[src/verilog/chan_mon_pkg.sv]
// constants for the bus channel fault monitor
// assumes a 250 MHz reference clock and a byte-wide register port
`default_nettype none
package chan_mon_pkg;
   // ****************************************
   // register offsets
   // ****************************************
   localparam logic [6:0] OFS_RX_STATUS = 7'h02;
   localparam logic [6:0] OFS_ENABLE = 7'h0d;
   localparam logic [6:0] OFS_SPREAD = 7'h20;
   localparam logic [6:0] OFS_PERIOD_LO = 7'h21;
   localparam logic [6:0] OFS_PERIOD_HI = 7'h22;
   localparam logic [6:0] OFS_GAP = 7'h23;
   localparam logic [6:0] OFS_CRC_LEN = 7'h24;
   localparam logic [6:0] OFS_CRC_POLY = 7'h25;
   localparam logic [6:0] OFS_CRC_SEED = 7'h26;
   // ****************************************
   // field positions
   // ****************************************
   localparam int B_ER = 7;
   localparam int B_TE = 6;
   localparam int B_SDS = 5;
   localparam int B_RNE = 4;
   localparam int B_ICL = 3;
   localparam int B_FIXA = 1;
   localparam int B_FIXB = 0;
   localparam int B_TS = 7;
   localparam int B_REPEATED_OVERCURRENT_DISABLE_FLAG = 6;
   localparam int B_SWH = 2;
   localparam int B_SWL = 1;
   localparam int B_EN = 0;
   // ****************************************
   // reset values
   // ****************************************
   localparam logic FIXA_VAL = 1'b0;
   localparam logic FIXB_VAL = 1'b1;
   localparam logic [2:0] DEV_RST = 3'h0;
   localparam logic [15:0] PERIOD_RST = 16'h04e2;
   localparam logic [7:0] GAP_RST = 8'h04;
   localparam logic [7:0] GAP_MIN = 8'h01;
   localparam logic [3:0] CRC_LEN_RST = 4'h4;
   localparam logic [7:0] CRC_POLY_RST = 8'h11;
   localparam logic [7:0] CRC_SEED_RST = 8'h0a;
   localparam logic [15:0] LFSR_SEED = 16'hace1;
   // ****************************************
   // frame layout and timing
   // ****************************************
   localparam int ESW_DATA_BITS = 2;
   localparam int ESW_ADDR_BITS = 4;
   localparam int ESW_CMD_BITS = 4;
   localparam int ESW_CHECK_BITS = 4;
   localparam int ESW_BITS = ESW_DATA_BITS + ESW_ADDR_BITS
                             + ESW_CMD_BITS + ESW_CHECK_BITS;
   localparam int REF_PERIOD_PS = 4000;
   localparam int DEV_PERIOD_PS = 15625;
   localparam int MIN_RATE_BPS = 5000;
   localparam int MAX_BIT_CYCLES = 1000000000 / MIN_RATE_BPS
                                   / (REF_PERIOD_PS / 1000);
   localparam int ICL_DELAY_NS = 1000;
   localparam int ICL_CYCLES = (ICL_DELAY_NS * 1000 + REF_PERIOD_PS - 1)
                               / REF_PERIOD_PS;
   // deviation in 64 MHz periods, rounded down to reference cycles
   localparam int DEV_P1 = 16 * DEV_PERIOD_PS / REF_PERIOD_PS;
   localparam int DEV_P2 = 32 * DEV_PERIOD_PS / REF_PERIOD_PS;
   localparam int DEV_P3 = 64 * DEV_PERIOD_PS / REF_PERIOD_PS;
   localparam int DEV_P4 = 78 * DEV_PERIOD_PS / REF_PERIOD_PS;
endpackage
`default_nettype wire

[src/verilog/bus_channel_fault_monitor.sv]
// fault supervision, receive decision and spread bit clock, one channel
// assumes fault inputs and receive words are synchronous to ref_clk
//
// What this block does
// [RULE_01] idle over-current: drivers off after a short delay, set idle flag
// [RULE_02] signal-time over-current: drivers off until frame end, set flag
// [RULE_03] over-current two frames running: disable channel, open switches
// [RULE_04] channel thermal limit: disable drivers, set flag, open switches
// [RULE_05] pseudo bus thermal: only open switches and clear their bits
// [RULE_06] resistive short above threshold acts exactly like a hard short
// [RULE_07] high-line short: high and sum fail, low passes, fault-high case
// [RULE_08] high and low fail, sum passes: no error, deliver sum data
// [RULE_09] high-low short gives all ones on both paths, error set
// [RULE_10] all-ones word on high or low path sets the error flag
// [RULE_11] all three paths fail: error set, high path data reported
// [RULE_12] bit rate programmable, never slower than five kilobits
// [RULE_13] minimum gap of idle bits between successive frames
// [RULE_14] channel makes its own bit clock with random bit lengths
// [RULE_15] deviation code picks 0, 16, 32, 64 or 78 fast periods
// [RULE_16] no bit longer than base period plus selected deviation
// [RULE_17] short word frame is fourteen bits with four check bits
// [RULE_18] primary data from high or sum a, secondary from low or sum b
// [RULE_19] check code length, polynomial and seed programmable, 4/11/a
// [RULE_20] per-bit extension pseudo-random, from zero to deviation
// [RULE_21] flags stay until cleared, drivers off until enable rewritten
`timescale 1ns/10ps
`default_nettype none
module bus_channel_fault_monitor #(
   parameter int FRAME_W = chan_mon_pkg::ESW_BITS,
   parameter int MAX_BIT = chan_mon_pkg::MAX_BIT_CYCLES,
   parameter int ICL_DLY = chan_mon_pkg::ICL_CYCLES,
   parameter bit HAS_PSEUDO = 1'b1
) (
   input wire logic ref_clk,
   input wire logic rst_n,
   input wire logic [6:0] addr,
   input wire logic [7:0] wr_data,
   input wire logic wr_en,
   input wire logic rd_en,
   output logic [7:0] rd_data,
   input wire logic overcurrent,
   input wire logic thermal_channel,
   input wire logic thermal_pseudo,
   input wire logic tx_start,
   input wire logic rx_done,
   input wire logic [FRAME_W-1:0] rx_high_word,
   input wire logic [FRAME_W-1:0] rx_low_word,
   input wire logic [FRAME_W-1:0] rx_sum_a_word,
   input wire logic [FRAME_W-1:0] rx_sum_b_word,
   output logic driver_enable,
   output logic pseudo_switch_high_ctl,
   output logic pseudo_switch_low_ctl,
   output logic bit_tick,
   output logic frame_active,
   output logic [FRAME_W-1:0] primary_data,
   output logic [FRAME_W-1:0] secondary_data,
   output logic rx_valid,
   output logic receive_error_flag
);
   // ****************************************
   // parameter checks
   // ****************************************
   if (FRAME_W < 8 || FRAME_W > 32)
      $error("frame width must lie in 8..32");
   if (MAX_BIT < 2 || MAX_BIT > 65535)
      $error("longest bit must fit the 16-bit period register");
   if (ICL_DLY < 1 || ICL_DLY > 511)
      $error("idle limit delay must fit nine bits");

   // a small period ceiling must not leave the reset period above it
   localparam logic [15:0] PER_RST =
      (MAX_BIT < int'(chan_mon_pkg::PERIOD_RST)) ? 16'(MAX_BIT)
                                                 : chan_mon_pkg::PERIOD_RST;

   typedef struct packed {
      logic er;
      logic te;
      logic signal_time_shutdown_flag;
      logic receive_not_empty_flag;
      logic idle_current_limit_flag;
      logic ts;
      logic repeated_overcurrent_disable_flag;
      logic sw_h;
      logic sw_l;
      logic en;
      logic [2:0] dev_sel;
      logic [15:0] period;
      logic [7:0] gap;
      logic [3:0] crc_len;
      logic [7:0] poly;
      logic [7:0] seed;
      logic [7:0] rd;
      logic [15:0] lfsr;
      logic [16:0] bit_cnt;
      logic [8:0] ext;
      logic tick;
      logic busy;
      logic sig;
      logic [7:0] bits_left;
      logic txn_off;
      logic oc_frame;
      logic oc_last;
      logic icl_pend;
      logic [8:0] icl_cnt;
      logic drv;
      logic [FRAME_W-1:0] prim;
      logic [FRAME_W-1:0] sec;
      logic valid;
   } state_t;

   state_t s;
   state_t next_s;

   // ****************************************
   // helpers
   // ****************************************
   function automatic logic [8:0] dev_cycles(input logic [2:0] sel);
      case (sel) // [RULE_15]
         3'h0: dev_cycles = 9'h000;
         3'h1: dev_cycles = 9'(chan_mon_pkg::DEV_P1);
         3'h2: dev_cycles = 9'(chan_mon_pkg::DEV_P2);
         3'h3: dev_cycles = 9'(chan_mon_pkg::DEV_P3);
         3'h4: dev_cycles = 9'(chan_mon_pkg::DEV_P4);
         default: dev_cycles = 9'h000;
      endcase
   endfunction

   // serial check over the data bits, msb first
   function automatic logic crc_ok(input logic [FRAME_W-1:0] w,
                                   input logic [3:0] len,
                                   input logic [7:0] poly,
                                   input logic [7:0] seed);
      logic [7:0] c;
      logic [7:0] m;
      logic [7:0] top;
      logic fb;
      m = 8'(8'h01 << len) - 8'h01;
      top = m ^ (m >> 1);
      c = seed & m;
      for (int i = FRAME_W - 1; i >= 0; i--)
      begin
         if (i >= int'(len))
         begin
            fb = (|(c & top)) ^ w[i];
            c = ((c << 1) & m) ^ (fb ? (poly & m) : 8'h00);
         end
      end
      crc_ok = (((c ^ w[7:0]) & m) == 8'h00); // [RULE_19]
   endfunction

   // ****************************************
   // receive decision
   // ****************************************
   logic ok_h;
   logic ok_l;
   logic ok_s;
   logic ones;
   logic dec_err;
   logic [FRAME_W-1:0] dec_p;
   logic [FRAME_W-1:0] dec_s;

   always_comb
   begin
      ok_h = crc_ok(rx_high_word, s.crc_len, s.poly, s.seed);
      ok_l = crc_ok(rx_low_word, s.crc_len, s.poly, s.seed);
      ok_s = crc_ok(rx_sum_a_word, s.crc_len, s.poly, s.seed);
      ones = (&rx_high_word) || (&rx_low_word); // [RULE_09] [RULE_10]
      dec_p = rx_high_word;
      dec_s = rx_low_word;
      dec_err = 1'b1;
      if (ok_h && ok_l)
         dec_err = (rx_high_word != rx_low_word);
      else if (ok_h && ok_s)
      begin
         dec_err = (rx_high_word != rx_sum_a_word);
         if (!dec_err)
            dec_s = rx_sum_b_word; // [RULE_18]
      end
      else if (ok_l && ok_s)
      begin
         dec_err = (rx_low_word != rx_sum_a_word);
         if (!dec_err)
            dec_p = rx_sum_a_word; // [RULE_18]
      end
      else if (ok_s)
      begin
         // common-mode noise swamps both halves but not the sum
         dec_err = 1'b0; // [RULE_08]
         dec_p = rx_sum_a_word;
         dec_s = rx_sum_b_word;
      end
      // fault-high, fault-low and open line keep high/low data
      dec_err = dec_err | ones; // [RULE_07] [RULE_11]
   end

   // ****************************************
   // next state
   // ****************************************
   logic wr_st;
   logic wr_en_reg;
   logic frame_end;
   logic [8:0] dev_now;
   logic [16:0] limit;
   logic [18:0] scaled;
   logic [15:0] per_w;
   logic start_ok;

   always_comb
   begin
      next_s = s;
      wr_st = wr_en && (addr == chan_mon_pkg::OFS_RX_STATUS);
      wr_en_reg = wr_en && (addr == chan_mon_pkg::OFS_ENABLE);
      dev_now = dev_cycles(s.dev_sel);
      limit = {1'b0, s.period} + {8'h00, s.ext}; // [RULE_16]
      scaled = 19'(s.lfsr[8:0] * (dev_now + 9'h001));
      per_w = s.period;
      start_ok = tx_start && !s.busy && s.drv;
      frame_end = s.tick && s.sig && (s.bits_left == 8'h01);

      // software clears first; hardware sets below win
      if (wr_st)
      begin
         next_s.er = s.er & ~wr_data[chan_mon_pkg::B_ER];
         next_s.te = s.te & ~wr_data[chan_mon_pkg::B_TE];
         next_s.signal_time_shutdown_flag = s.signal_time_shutdown_flag & ~wr_data[chan_mon_pkg::B_SDS];
         next_s.idle_current_limit_flag = s.idle_current_limit_flag & ~wr_data[chan_mon_pkg::B_ICL];
      end
      if (rd_en && addr == chan_mon_pkg::OFS_RX_STATUS)
         next_s.receive_not_empty_flag = 1'b0;
      if (wr_en_reg)
      begin
         next_s.ts = s.ts & ~wr_data[chan_mon_pkg::B_TS];
         next_s.repeated_overcurrent_disable_flag = s.repeated_overcurrent_disable_flag & ~wr_data[chan_mon_pkg::B_REPEATED_OVERCURRENT_DISABLE_FLAG];
         next_s.en = wr_data[chan_mon_pkg::B_EN]; // [RULE_21]
         next_s.sw_h = wr_data[chan_mon_pkg::B_SWH] && HAS_PSEUDO;
         next_s.sw_l = wr_data[chan_mon_pkg::B_SWL] && HAS_PSEUDO;
      end
      if (wr_en)
      begin
         case (addr)
            chan_mon_pkg::OFS_SPREAD: next_s.dev_sel = wr_data[2:0];
            chan_mon_pkg::OFS_PERIOD_LO: per_w[7:0] = wr_data;
            chan_mon_pkg::OFS_PERIOD_HI: per_w[15:8] = wr_data;
            chan_mon_pkg::OFS_GAP: // [RULE_13]
               next_s.gap = (wr_data < chan_mon_pkg::GAP_MIN) ?
                            chan_mon_pkg::GAP_MIN : wr_data;
            chan_mon_pkg::OFS_CRC_LEN:
               next_s.crc_len = (wr_data[3:0] > 4'h8) ? 4'h8 : wr_data[3:0];
            chan_mon_pkg::OFS_CRC_POLY: next_s.poly = wr_data;
            chan_mon_pkg::OFS_CRC_SEED: next_s.seed = wr_data;
            default: next_s.rd = next_s.rd;
         endcase
         // slower than the floor rate is clamped, not stored
         if (per_w > 16'(MAX_BIT)) // [RULE_12]
            per_w = 16'(MAX_BIT);
         if (per_w < 16'h0002)
            per_w = 16'h0002;
         next_s.period = per_w;
      end

      // register read, data valid in the following cycle only
      next_s.rd = 8'h00;
      if (rd_en)
      begin
         case (addr)
            chan_mon_pkg::OFS_RX_STATUS:
               next_s.rd = {s.er, s.te, s.signal_time_shutdown_flag, s.receive_not_empty_flag, s.idle_current_limit_flag, 1'b0,
                            chan_mon_pkg::FIXA_VAL, chan_mon_pkg::FIXB_VAL};
            chan_mon_pkg::OFS_ENABLE:
               next_s.rd = {s.ts, s.repeated_overcurrent_disable_flag, 3'h0, s.sw_h, s.sw_l, s.en};
            chan_mon_pkg::OFS_SPREAD: next_s.rd = {5'h00, s.dev_sel};
            chan_mon_pkg::OFS_PERIOD_LO: next_s.rd = s.period[7:0];
            chan_mon_pkg::OFS_PERIOD_HI: next_s.rd = s.period[15:8];
            chan_mon_pkg::OFS_GAP: next_s.rd = s.gap;
            chan_mon_pkg::OFS_CRC_LEN: next_s.rd = {4'h0, s.crc_len};
            chan_mon_pkg::OFS_CRC_POLY: next_s.rd = s.poly;
            chan_mon_pkg::OFS_CRC_SEED: next_s.rd = s.seed;
            default: next_s.rd = 8'h00;
         endcase
      end

      // spread bit clock, free running
      next_s.lfsr = {s.lfsr[14:0],
                     s.lfsr[15] ^ s.lfsr[13] ^ s.lfsr[12] ^ s.lfsr[10]};
      next_s.tick = 1'b0;
      if (start_ok)
         next_s.bit_cnt = 17'h00000; // align the first bit to the start
      else if (s.bit_cnt >= limit - 17'h00001)
      begin
         next_s.bit_cnt = 17'h00000;
         next_s.tick = 1'b1; // [RULE_14]
         next_s.ext = scaled[17:9]; // [RULE_20]
      end
      else
         next_s.bit_cnt = s.bit_cnt + 17'h00001;

      // frame then idle gap
      if (tx_start && !s.drv)
         next_s.te = 1'b1;
      if (start_ok)
      begin
         next_s.busy = 1'b1;
         next_s.sig = 1'b1;
         next_s.bits_left = 8'(FRAME_W); // [RULE_17]
      end
      else if (s.busy && s.tick)
      begin
         if (s.bits_left != 8'h01)
            next_s.bits_left = s.bits_left - 8'h01;
         else if (s.sig)
         begin
            next_s.sig = 1'b0;
            next_s.bits_left = s.gap; // [RULE_13]
         end
         else
            next_s.busy = 1'b0;
      end

      // over-current, also a resistive short past the threshold
      if (overcurrent && s.sig) // [RULE_06]
      begin
         next_s.txn_off = 1'b1; // [RULE_02]
         next_s.signal_time_shutdown_flag = 1'b1;
         next_s.oc_frame = 1'b1;
      end
      if (frame_end)
      begin
         next_s.txn_off = 1'b0;
         next_s.oc_last = s.oc_frame || overcurrent;
         next_s.oc_frame = 1'b0;
         if (s.oc_last && (s.oc_frame || overcurrent)) // [RULE_03]
         begin
            next_s.repeated_overcurrent_disable_flag = 1'b1;
            next_s.en = 1'b0;
            next_s.sw_h = 1'b0;
            next_s.sw_l = 1'b0;
         end
      end
      if (overcurrent && !s.busy && s.en && !s.icl_pend) // [RULE_01]
      begin
         next_s.icl_pend = 1'b1;
         next_s.icl_cnt = 9'(ICL_DLY);
      end
      else if (s.icl_pend)
      begin
         next_s.icl_cnt = s.icl_cnt - 9'h001;
         if (s.icl_cnt == 9'h001)
         begin
            next_s.icl_pend = 1'b0;
            next_s.idle_current_limit_flag = 1'b1;
            next_s.en = 1'b0;
         end
      end
      if (thermal_channel) // [RULE_04]
      begin
         next_s.ts = 1'b1;
         next_s.en = 1'b0;
         next_s.sw_h = 1'b0;
         next_s.sw_l = 1'b0;
      end
      if (thermal_pseudo) // [RULE_05]
      begin
         next_s.sw_h = 1'b0;
         next_s.sw_l = 1'b0;
      end
      next_s.drv = next_s.en && !next_s.txn_off && !thermal_channel;

      // receive capture
      next_s.valid = rx_done;
      if (rx_done)
      begin
         next_s.prim = dec_p;
         next_s.sec = dec_s;
         next_s.receive_not_empty_flag = 1'b1;
         if (dec_err)
            next_s.er = 1'b1; // [RULE_21]
      end
   end

   // ****************************************
   // state register
   // ****************************************
   always_ff @(posedge ref_clk or negedge rst_n)
   begin
      if (!rst_n)
      begin
         s <= '0;
         s.dev_sel <= chan_mon_pkg::DEV_RST;
         s.period <= PER_RST;
         s.gap <= chan_mon_pkg::GAP_RST;
         s.crc_len <= chan_mon_pkg::CRC_LEN_RST;
         s.poly <= chan_mon_pkg::CRC_POLY_RST;
         s.seed <= chan_mon_pkg::CRC_SEED_RST;
         s.lfsr <= chan_mon_pkg::LFSR_SEED;
      end
      else
         s <= next_s;
   end

   assign rd_data = s.rd;
   assign driver_enable = s.drv;
   assign pseudo_switch_high_ctl = s.sw_h;
   assign pseudo_switch_low_ctl = s.sw_l;
   assign bit_tick = s.tick;
   assign frame_active = s.sig;
   assign primary_data = s.prim;
   assign secondary_data = s.sec;
   assign rx_valid = s.valid;
   assign receive_error_flag = s.er;
endmodule
`default_nettype wire

[config.mk]
export PLATFORM = sky130hd
export DESIGN_NAME = bus_channel_fault_monitor
export DESIGN_NICKNAME = d
export VERILOG_FILES = /design/src/verilog/chan_mon_pkg.sv /design/src/verilog/bus_channel_fault_monitor.sv
export SDC_FILE = /design/constraint.sdc
export NUM_CORES = 1
export LEC_CHECK = 0
export BUFFER_PORTS_ARGS = -buffer_cell sky130_fd_sc_hd__buf_2
export CAP_MARGIN = 15
export CORE_MARGIN = 2
export CORE_UTILIZATION = 30
export CTS_BUF_LIST = sky130_fd_sc_hd__clkbuf_8
export DETAILED_ROUTE_END_ITERATION = 12
export HOLD_SLACK_MARGIN = 0.08
export PLACE_DENSITY = 0.56
export SYNTH_ARGS = -nofsm -noshare
export SYNTH_HDL_FRONTEND = slang
export SYNTH_SLANG_ARGS = --single-unit
[constraint.sdc]
create_clock -name ref_clk -period 33.1 [get_ports ref_clk]
set_clock_uncertainty 0.1 [all_clocks]
set_input_delay 4.965 -clock ref_clk [delete_from_list [all_inputs] [get_ports ref_clk]]
set_output_delay 4.965 -clock ref_clk [all_outputs]
set_load 0.05 [all_outputs]
==> results.yml, run 1 <==
critical_path:
  crit_type: "in2reg"
  slowest_delay_ps: 1000
  cp-end-kind: "flop"
  crit_required_ps: 33330
  critPathArrivalTime_ps: 24190
  crit_slowest_cell: "a2111oi_0"
  path_max_fanout: 14
  cp-start-kind: "input pin"
cts:
  ctsHoldBuffers: 0
  cts_resized: 0
  h-tree-depth: 4
  clk_latency_ps: 510
  clock_sinks: 161
  cts_buffer_depth: 2
  clockRootBuffer: "clkbuf_8"
  cts_tree: "yes"
  clkTransAtPathRegs_ps: 100
  cts_setup_buffers: 0
  cts_made_buffers: 17
synthesis:
  ys_async_sr_fraction_pct: 100.0
  syn_inst: 4306
  ys_top_cells_by_area: "dfrtp_1 12%, nand2_1 6.1%, nor2_1 5.1%"
  synth-edff-count: 0
  ys_types: 142
  yosysSeqAreaShare_pct: 13.22
  yosysWarnings: 0
  synth_top_cell_by_area: "dfrtp_1"
  syn_area_um2: 30650
  ys_seq_elements: 161
  synth_top_flop_cell: "dfrtp_1"
  syn_avg_cell_area_um2: 7.117
  synth_top_area_share_pct: 11.60
global_routing:
  grt_pass1_wl_mm: 222.6
  grt_util_all_layers_pct: 28.13
  antenna_found_initial: 12
  grt_pass1_vias: 32860
  grt_max_degree: 92
  overflow: 0
sta:
  finalSetupTns_ps: 0
  postLayoutSetupSlackWorst_ps: 9144
  clock.fmax_mhz: 41.74
  period_share_pct: 72.37
  worstMarginPinSlew_ps: 1143
  relSlewSlack_pct: 22.78
  final_hold_viol_count: 0
  slew_viol_final: 0
  setup-violations-final: 0
  rsz0062_at_grt: "no"
  period_minus_slack_ps: 23960
  holdWs_ps: 261.5
layout:
  fill_cells: 11220
  nets: 4427
  final_cell_mix: "502 x nand2_1, 414 x nor2_1, 235 x a21oi_1, 213 x o21ai_0, 176 x nor3_1"
  register_area_um2: 4059
  drive_gt1_share_pct: 12.08
  areaGrowthSynthToFinish_pct: 6.508
  multiInputGateArea_um2: 24480
  postLayoutCellArea_um2: 32640
  final_common_cell: "nand2_1"
floorplan:
  io_pins: 123
  die_w_um: 323.6
  core_um2: 101600
  rows: 117
  design.die.area_um2: 104700
  initial_core_util_pct: 30.16
  chipHeight_um: 323.6
drt:
  firstDrtPassIters: 6
  ant_nets: 0
  wl_per_cell_um: 27.31
  drc: 0
  vias: 35860
  route.detailed.vias_per_inst: 6.407
  routed_wl_mm: 152.8
  initialDrtViolationCount: 4722
placement:
  routabilityCongestion: 1.015
  dp_hpwl_mm: 111.0
  pre_cts_ws_ps: 9160
  placed_area_um2: 32250
  io_buffers: 122
run:
  max_cap_viol_count: 0
min_path:
  hp-class: "reg2reg"
power_and_ir_drop:
  leakage_uw: 0.01257
  p_per_area_nw_per_um2: 30.18
  ir_worst_vdd_v: 0.00004010
status:
  outcome: "finished clean"
[final timing paths]
kind                            slack (ps)            start  cells past startpoint                end
min in group asynchronous             4440            rst_n                      1  secondary_data[6]
worst min register to register         260       next_s[95]                      0              s[95]
max in group asynchronous            26950            rst_n                      2             s[113]
worst min-delay path                   260       next_s[95]                      0              s[95]
worst max-delay path                  9140  rx_low_word[13]                     58    primary_data[0]
worst max register to register        9990           s[121]                     64    primary_data[0]
[final cells by class]
type	instances	share of cell area (%)
antenna	5	0.03833
clock buffer	17	0.7168
clock inverter	15	0.4370
inverter	184	2.116
multi-input combinational	3633	74.99
sequential	161	12.44
tap	1368	5.244
timing repair buffer	213	4.021
[routing by layer]
| layer | track usage [%] | vias to the layer above | share of wire [%] |
|---|---|---|---|
| met3 | 6.499 | 531 | 12 |
| met4 | 14.39 | 14 | 5.7 |
| met5 | 0 | - | 0.062 |
| li1 | - | 15780 | - |
| met2 | 41.47 | 2417 | 41 |
| met1 | 38.13 | 17120 | 41 |
[metrics by stage]
stage | std cells | power (µW) | util, %
after floorplan | 4312 | 620.5 | -
after global placement | 5559 | 816.8 | 31.74
after detailed placement | 5559 | 816.9 | 31.74
after CTS | 5591 | 965.4 | 32.12
after global routing | 5593 | 1025 | 32.12
final | 5596 | 985.1 | 32.13
[flip-flops by register name (all words and copies together), names as in the netlist]
name,count
bit_tick,1
secondary_data,14
next_s,15
s,103
rd_data,8
rx_valid,1
pseudo_switch_low_ctl,1
driver_enable,1
frame_active,1
receive_error_flag,1
pseudo_switch_high_ctl,1
primary_data,14
[cell usage after synthesis, drive strengths merged (31+ instances only)]
library cell / n
nand4: 73
xor2: 83
o22ai: 33
o21ai: 254
and3: 53
ha: 81
nor4: 70
nor3: 195
xnor2: 154
nand2: 504
fa: 56
nand2b: 47
o211ai: 46
mux2i: 120
inv: 175
o31ai: 44
buf: 117
a21oi: 243
nand3: 157
or3: 31
and2: 69
a31oi: 74
mux2: 52
clkbuf: 217
o21a: 47
dfrtp: 142
a211oi: 60
nor2: 425
or2: 31
a22oi: 38
[report_power, final]
part	internal, µW	leakage [µW]	switching (µW)
clock network	55.3	0.000192	87.6
logic	165	0.0104	442
registers	214	0.00196	20.2
total	435	0.0126	550
[worst max-delay path, delay by kind of cell]
family                 cells  cell delay [ps]
AO/OA/AOI/OAI             30            10610
AND/OR/NAND/NOR           18             5540
XOR/XNOR                   4             1360
multiplexers               4             1200
buffers and inverters      2              460
[kinds of logic after synthesis]
group | Yosys count | synth area share, %
adder cells (fa/ha/maj) | 137 | 6.965
XOR/XNOR | 237 | 6.847
other | 2 | 0.02451
AO/OA/AOI/OAI | 1277 | 29.87
multiplexers | 172 | 5.855
flip-flops | 161 | 13.22
buffers and inverters | 518 | 7.267
AND/OR/NAND/NOR | 1802 | 29.95
Note: power is estimated with default switching activity, not from simulation.
==> run 2: changes to the inputs <==
==> constraint.sdc (replaced) <==
create_clock -name ref_clk -period 24 [get_ports ref_clk]
set_clock_uncertainty 0.1 [all_clocks]
set_input_delay 3.6 -clock ref_clk [delete_from_list [all_inputs] [get_ports ref_clk]]
set_output_delay 3.6 -clock ref_clk [all_outputs]
set_load 0.05 [all_outputs]
==> results.yml, run 2 (synthesis results as in run 1) <==
floorplan:
  rows: 117
  io_pins: 123
  initial_core_util_pct: 30.16
  design.die.area_um2: 104700
  chipHeight_um: 323.6
  die_w_um: 323.6
  core_um2: 101600
critical_path:
  critPathArrivalTime_ps: 22980
  path_max_fanout: 14
  crit_slowest_cell: "a21oi_1"
  cp-start-kind: "input pin"
  cp-end-kind: "flop"
  r2r_end: "primary_data[13]"
  slowest_delay_ps: 860
  ff2ff_path_depth: 63
  crit_required_ps: 24210
  crit_type: "in2reg"
  reg2reg_slack_ps: 1450
  reg2reg_from: "s[123]"
cts:
  clk_latency_ps: 500
  clockRootBuffer: "clkbuf_8"
  h-tree-depth: 4
  cts_tree: "yes"
  ctsHoldBuffers: 0
  cts_made_buffers: 17
  clock_sinks: 161
  clkTransAtPathRegs_ps: 100
  cts_buffer_depth: 2
sta:
  worstMarginPinSlew_ps: 1254
  finalSetupTns_ps: 0
  relSlewSlack_pct: 16.38
  slew_viol_final: 0
  clock.fmax_mhz: 43.92
  rsz0062_at_grt: "no"
  period_share_pct: 94.87
  final_hold_viol_count: 0
  setup-violations-final: 0
  period_minus_slack_ps: 22770
global_routing:
  grt_pass1_vias: 32890
  antenna_found_initial: 11
  grt_max_degree: 89
  grt_util_all_layers_pct: 27.91
  grt_pass1_wl_mm: 221.3
  overflow: 0
layout:
  final_cell_mix: "502 x nand2_1, 413 x nor2_1, 234 x a21oi_1, 213 x o21ai_0, 176 x nor3_1"
  largest_register_ffs: 103
  final_common_cell: "nand2_1"
  areaGrowthSynthToFinish_pct: 6.639
  drive_gt1_share_pct: 12.18
  max_flop_register: "s"
  fill_cells: 11030
  nets: 4431
  fin_cells: 5600
drt:
  drc: 0
  firstDrtPassIters: 6
  ant_nets: 0
  route.detailed.vias_per_inst: 6.393
  wl_per_cell_um: 27.08
  initialDrtViolationCount: 5281
  vias: 35800
  routed_wl_mm: 151.6
power_and_ir_drop:
  p_per_area_nw_per_um2: 41.65
  ir_worst_vdd_v: 0.00005620
  leakage_uw: 0.01260
run:
  max_cap_viol_count: 0
placement:
  dp_hpwl_mm: 110.3
  dp_cells: 5563
  routabilityCongestion: 1.048
  io_buffers: 122
min_path:
  min_from: "next_s[90]"
  hp-class: "reg2reg"
  whs_endpoint: "next_s[91]"
  min_path_cells: 0
status:
  outcome: "finished clean"
-- run 2: worst max path at each step --
stage | start | to | slack [ps] | depth (start not counted)
after floorplan | rx_low_word[13] | primary_data[11] | 4940 | 61
after global placement | rx_low_word[13] | primary_data[10] | 660 | 57
after detailed placement | rx_low_word[13] | primary_data[7] | 840 | 57
after CTS | s[123] | primary_data[7] | 920 | 63
after global routing | rx_low_word[13] | primary_data[3] | 160 | 58
final | rx_low_word[13] | primary_data[13] | 1230 | 57
-- run 2: layer usage --
metal,GRT usage [%],up-vias,part of all wire (%)
li1,-,15780,-
met1,37.73,16930,41
met2,40.09,2481,40
met3,7.161,603,13
met4,15.65,8,6.5
met5,0,-,0.033
-- run 2: metrics by stage --
step | setup WS, ps | util [%] | hold slack, ps | power [µW] | instance area (µm²)
2_1_floorplan | 4937 | - | 233.0 | 855.7 | 30670
3_3_place_gp | 662.8 | 31.76 | 233.8 | 1125 | 32270
3_5_place_dp | 838.6 | 31.76 | 237.9 | 1122 | 32270
4_1_cts | 924.6 | 32.14 | 268.9 | 1333 | 32660
5_1_grt | 161.8 | 32.15 | 269.2 | 1417 | 32670
6_report | 1232 | 32.17 | 261.9 | 1361 | 32680
-- run 2: worst max-delay path: cells and delay by family --
family	cells	cell delay, ps
buf+inv	2	460
mux	4	1210
compound gates	30	10880
xor+xnor	4	1310
simple gates	17	5460
-- run 2: report_power, final --
part           internal [µW]  total [µW]  switching, µW
registers                296         324           28.0
clock network           85.8         204            118
logic                    228         834            606
total                    609        1360            752
-- run 2: timing repair --
item | in CTS | in global routing
setup buffers | 0 | 0
setup endpoints to repair | 0 | 29
resized for setup | 0 | 4
-- run 2: final cells by class --
| cell class | count | area (µm²) | area share (%) |
|---|---|---|---|
| multi-input combinational | 3633 | 24490 | 74.94 |
| sequential | 161 | 4059 | 12.42 |
| tap | 1368 | 1712 | 5.238 |
| timing repair buffer | 217 | 1330 | 4.070 |
| inverter | 184 | 690.7 | 2.113 |
| clock buffer | 17 | 234.0 | 0.7160 |
| clock inverter | 15 | 152.6 | 0.4671 |
| antenna | 5 | 12.51 | 0.03829 |
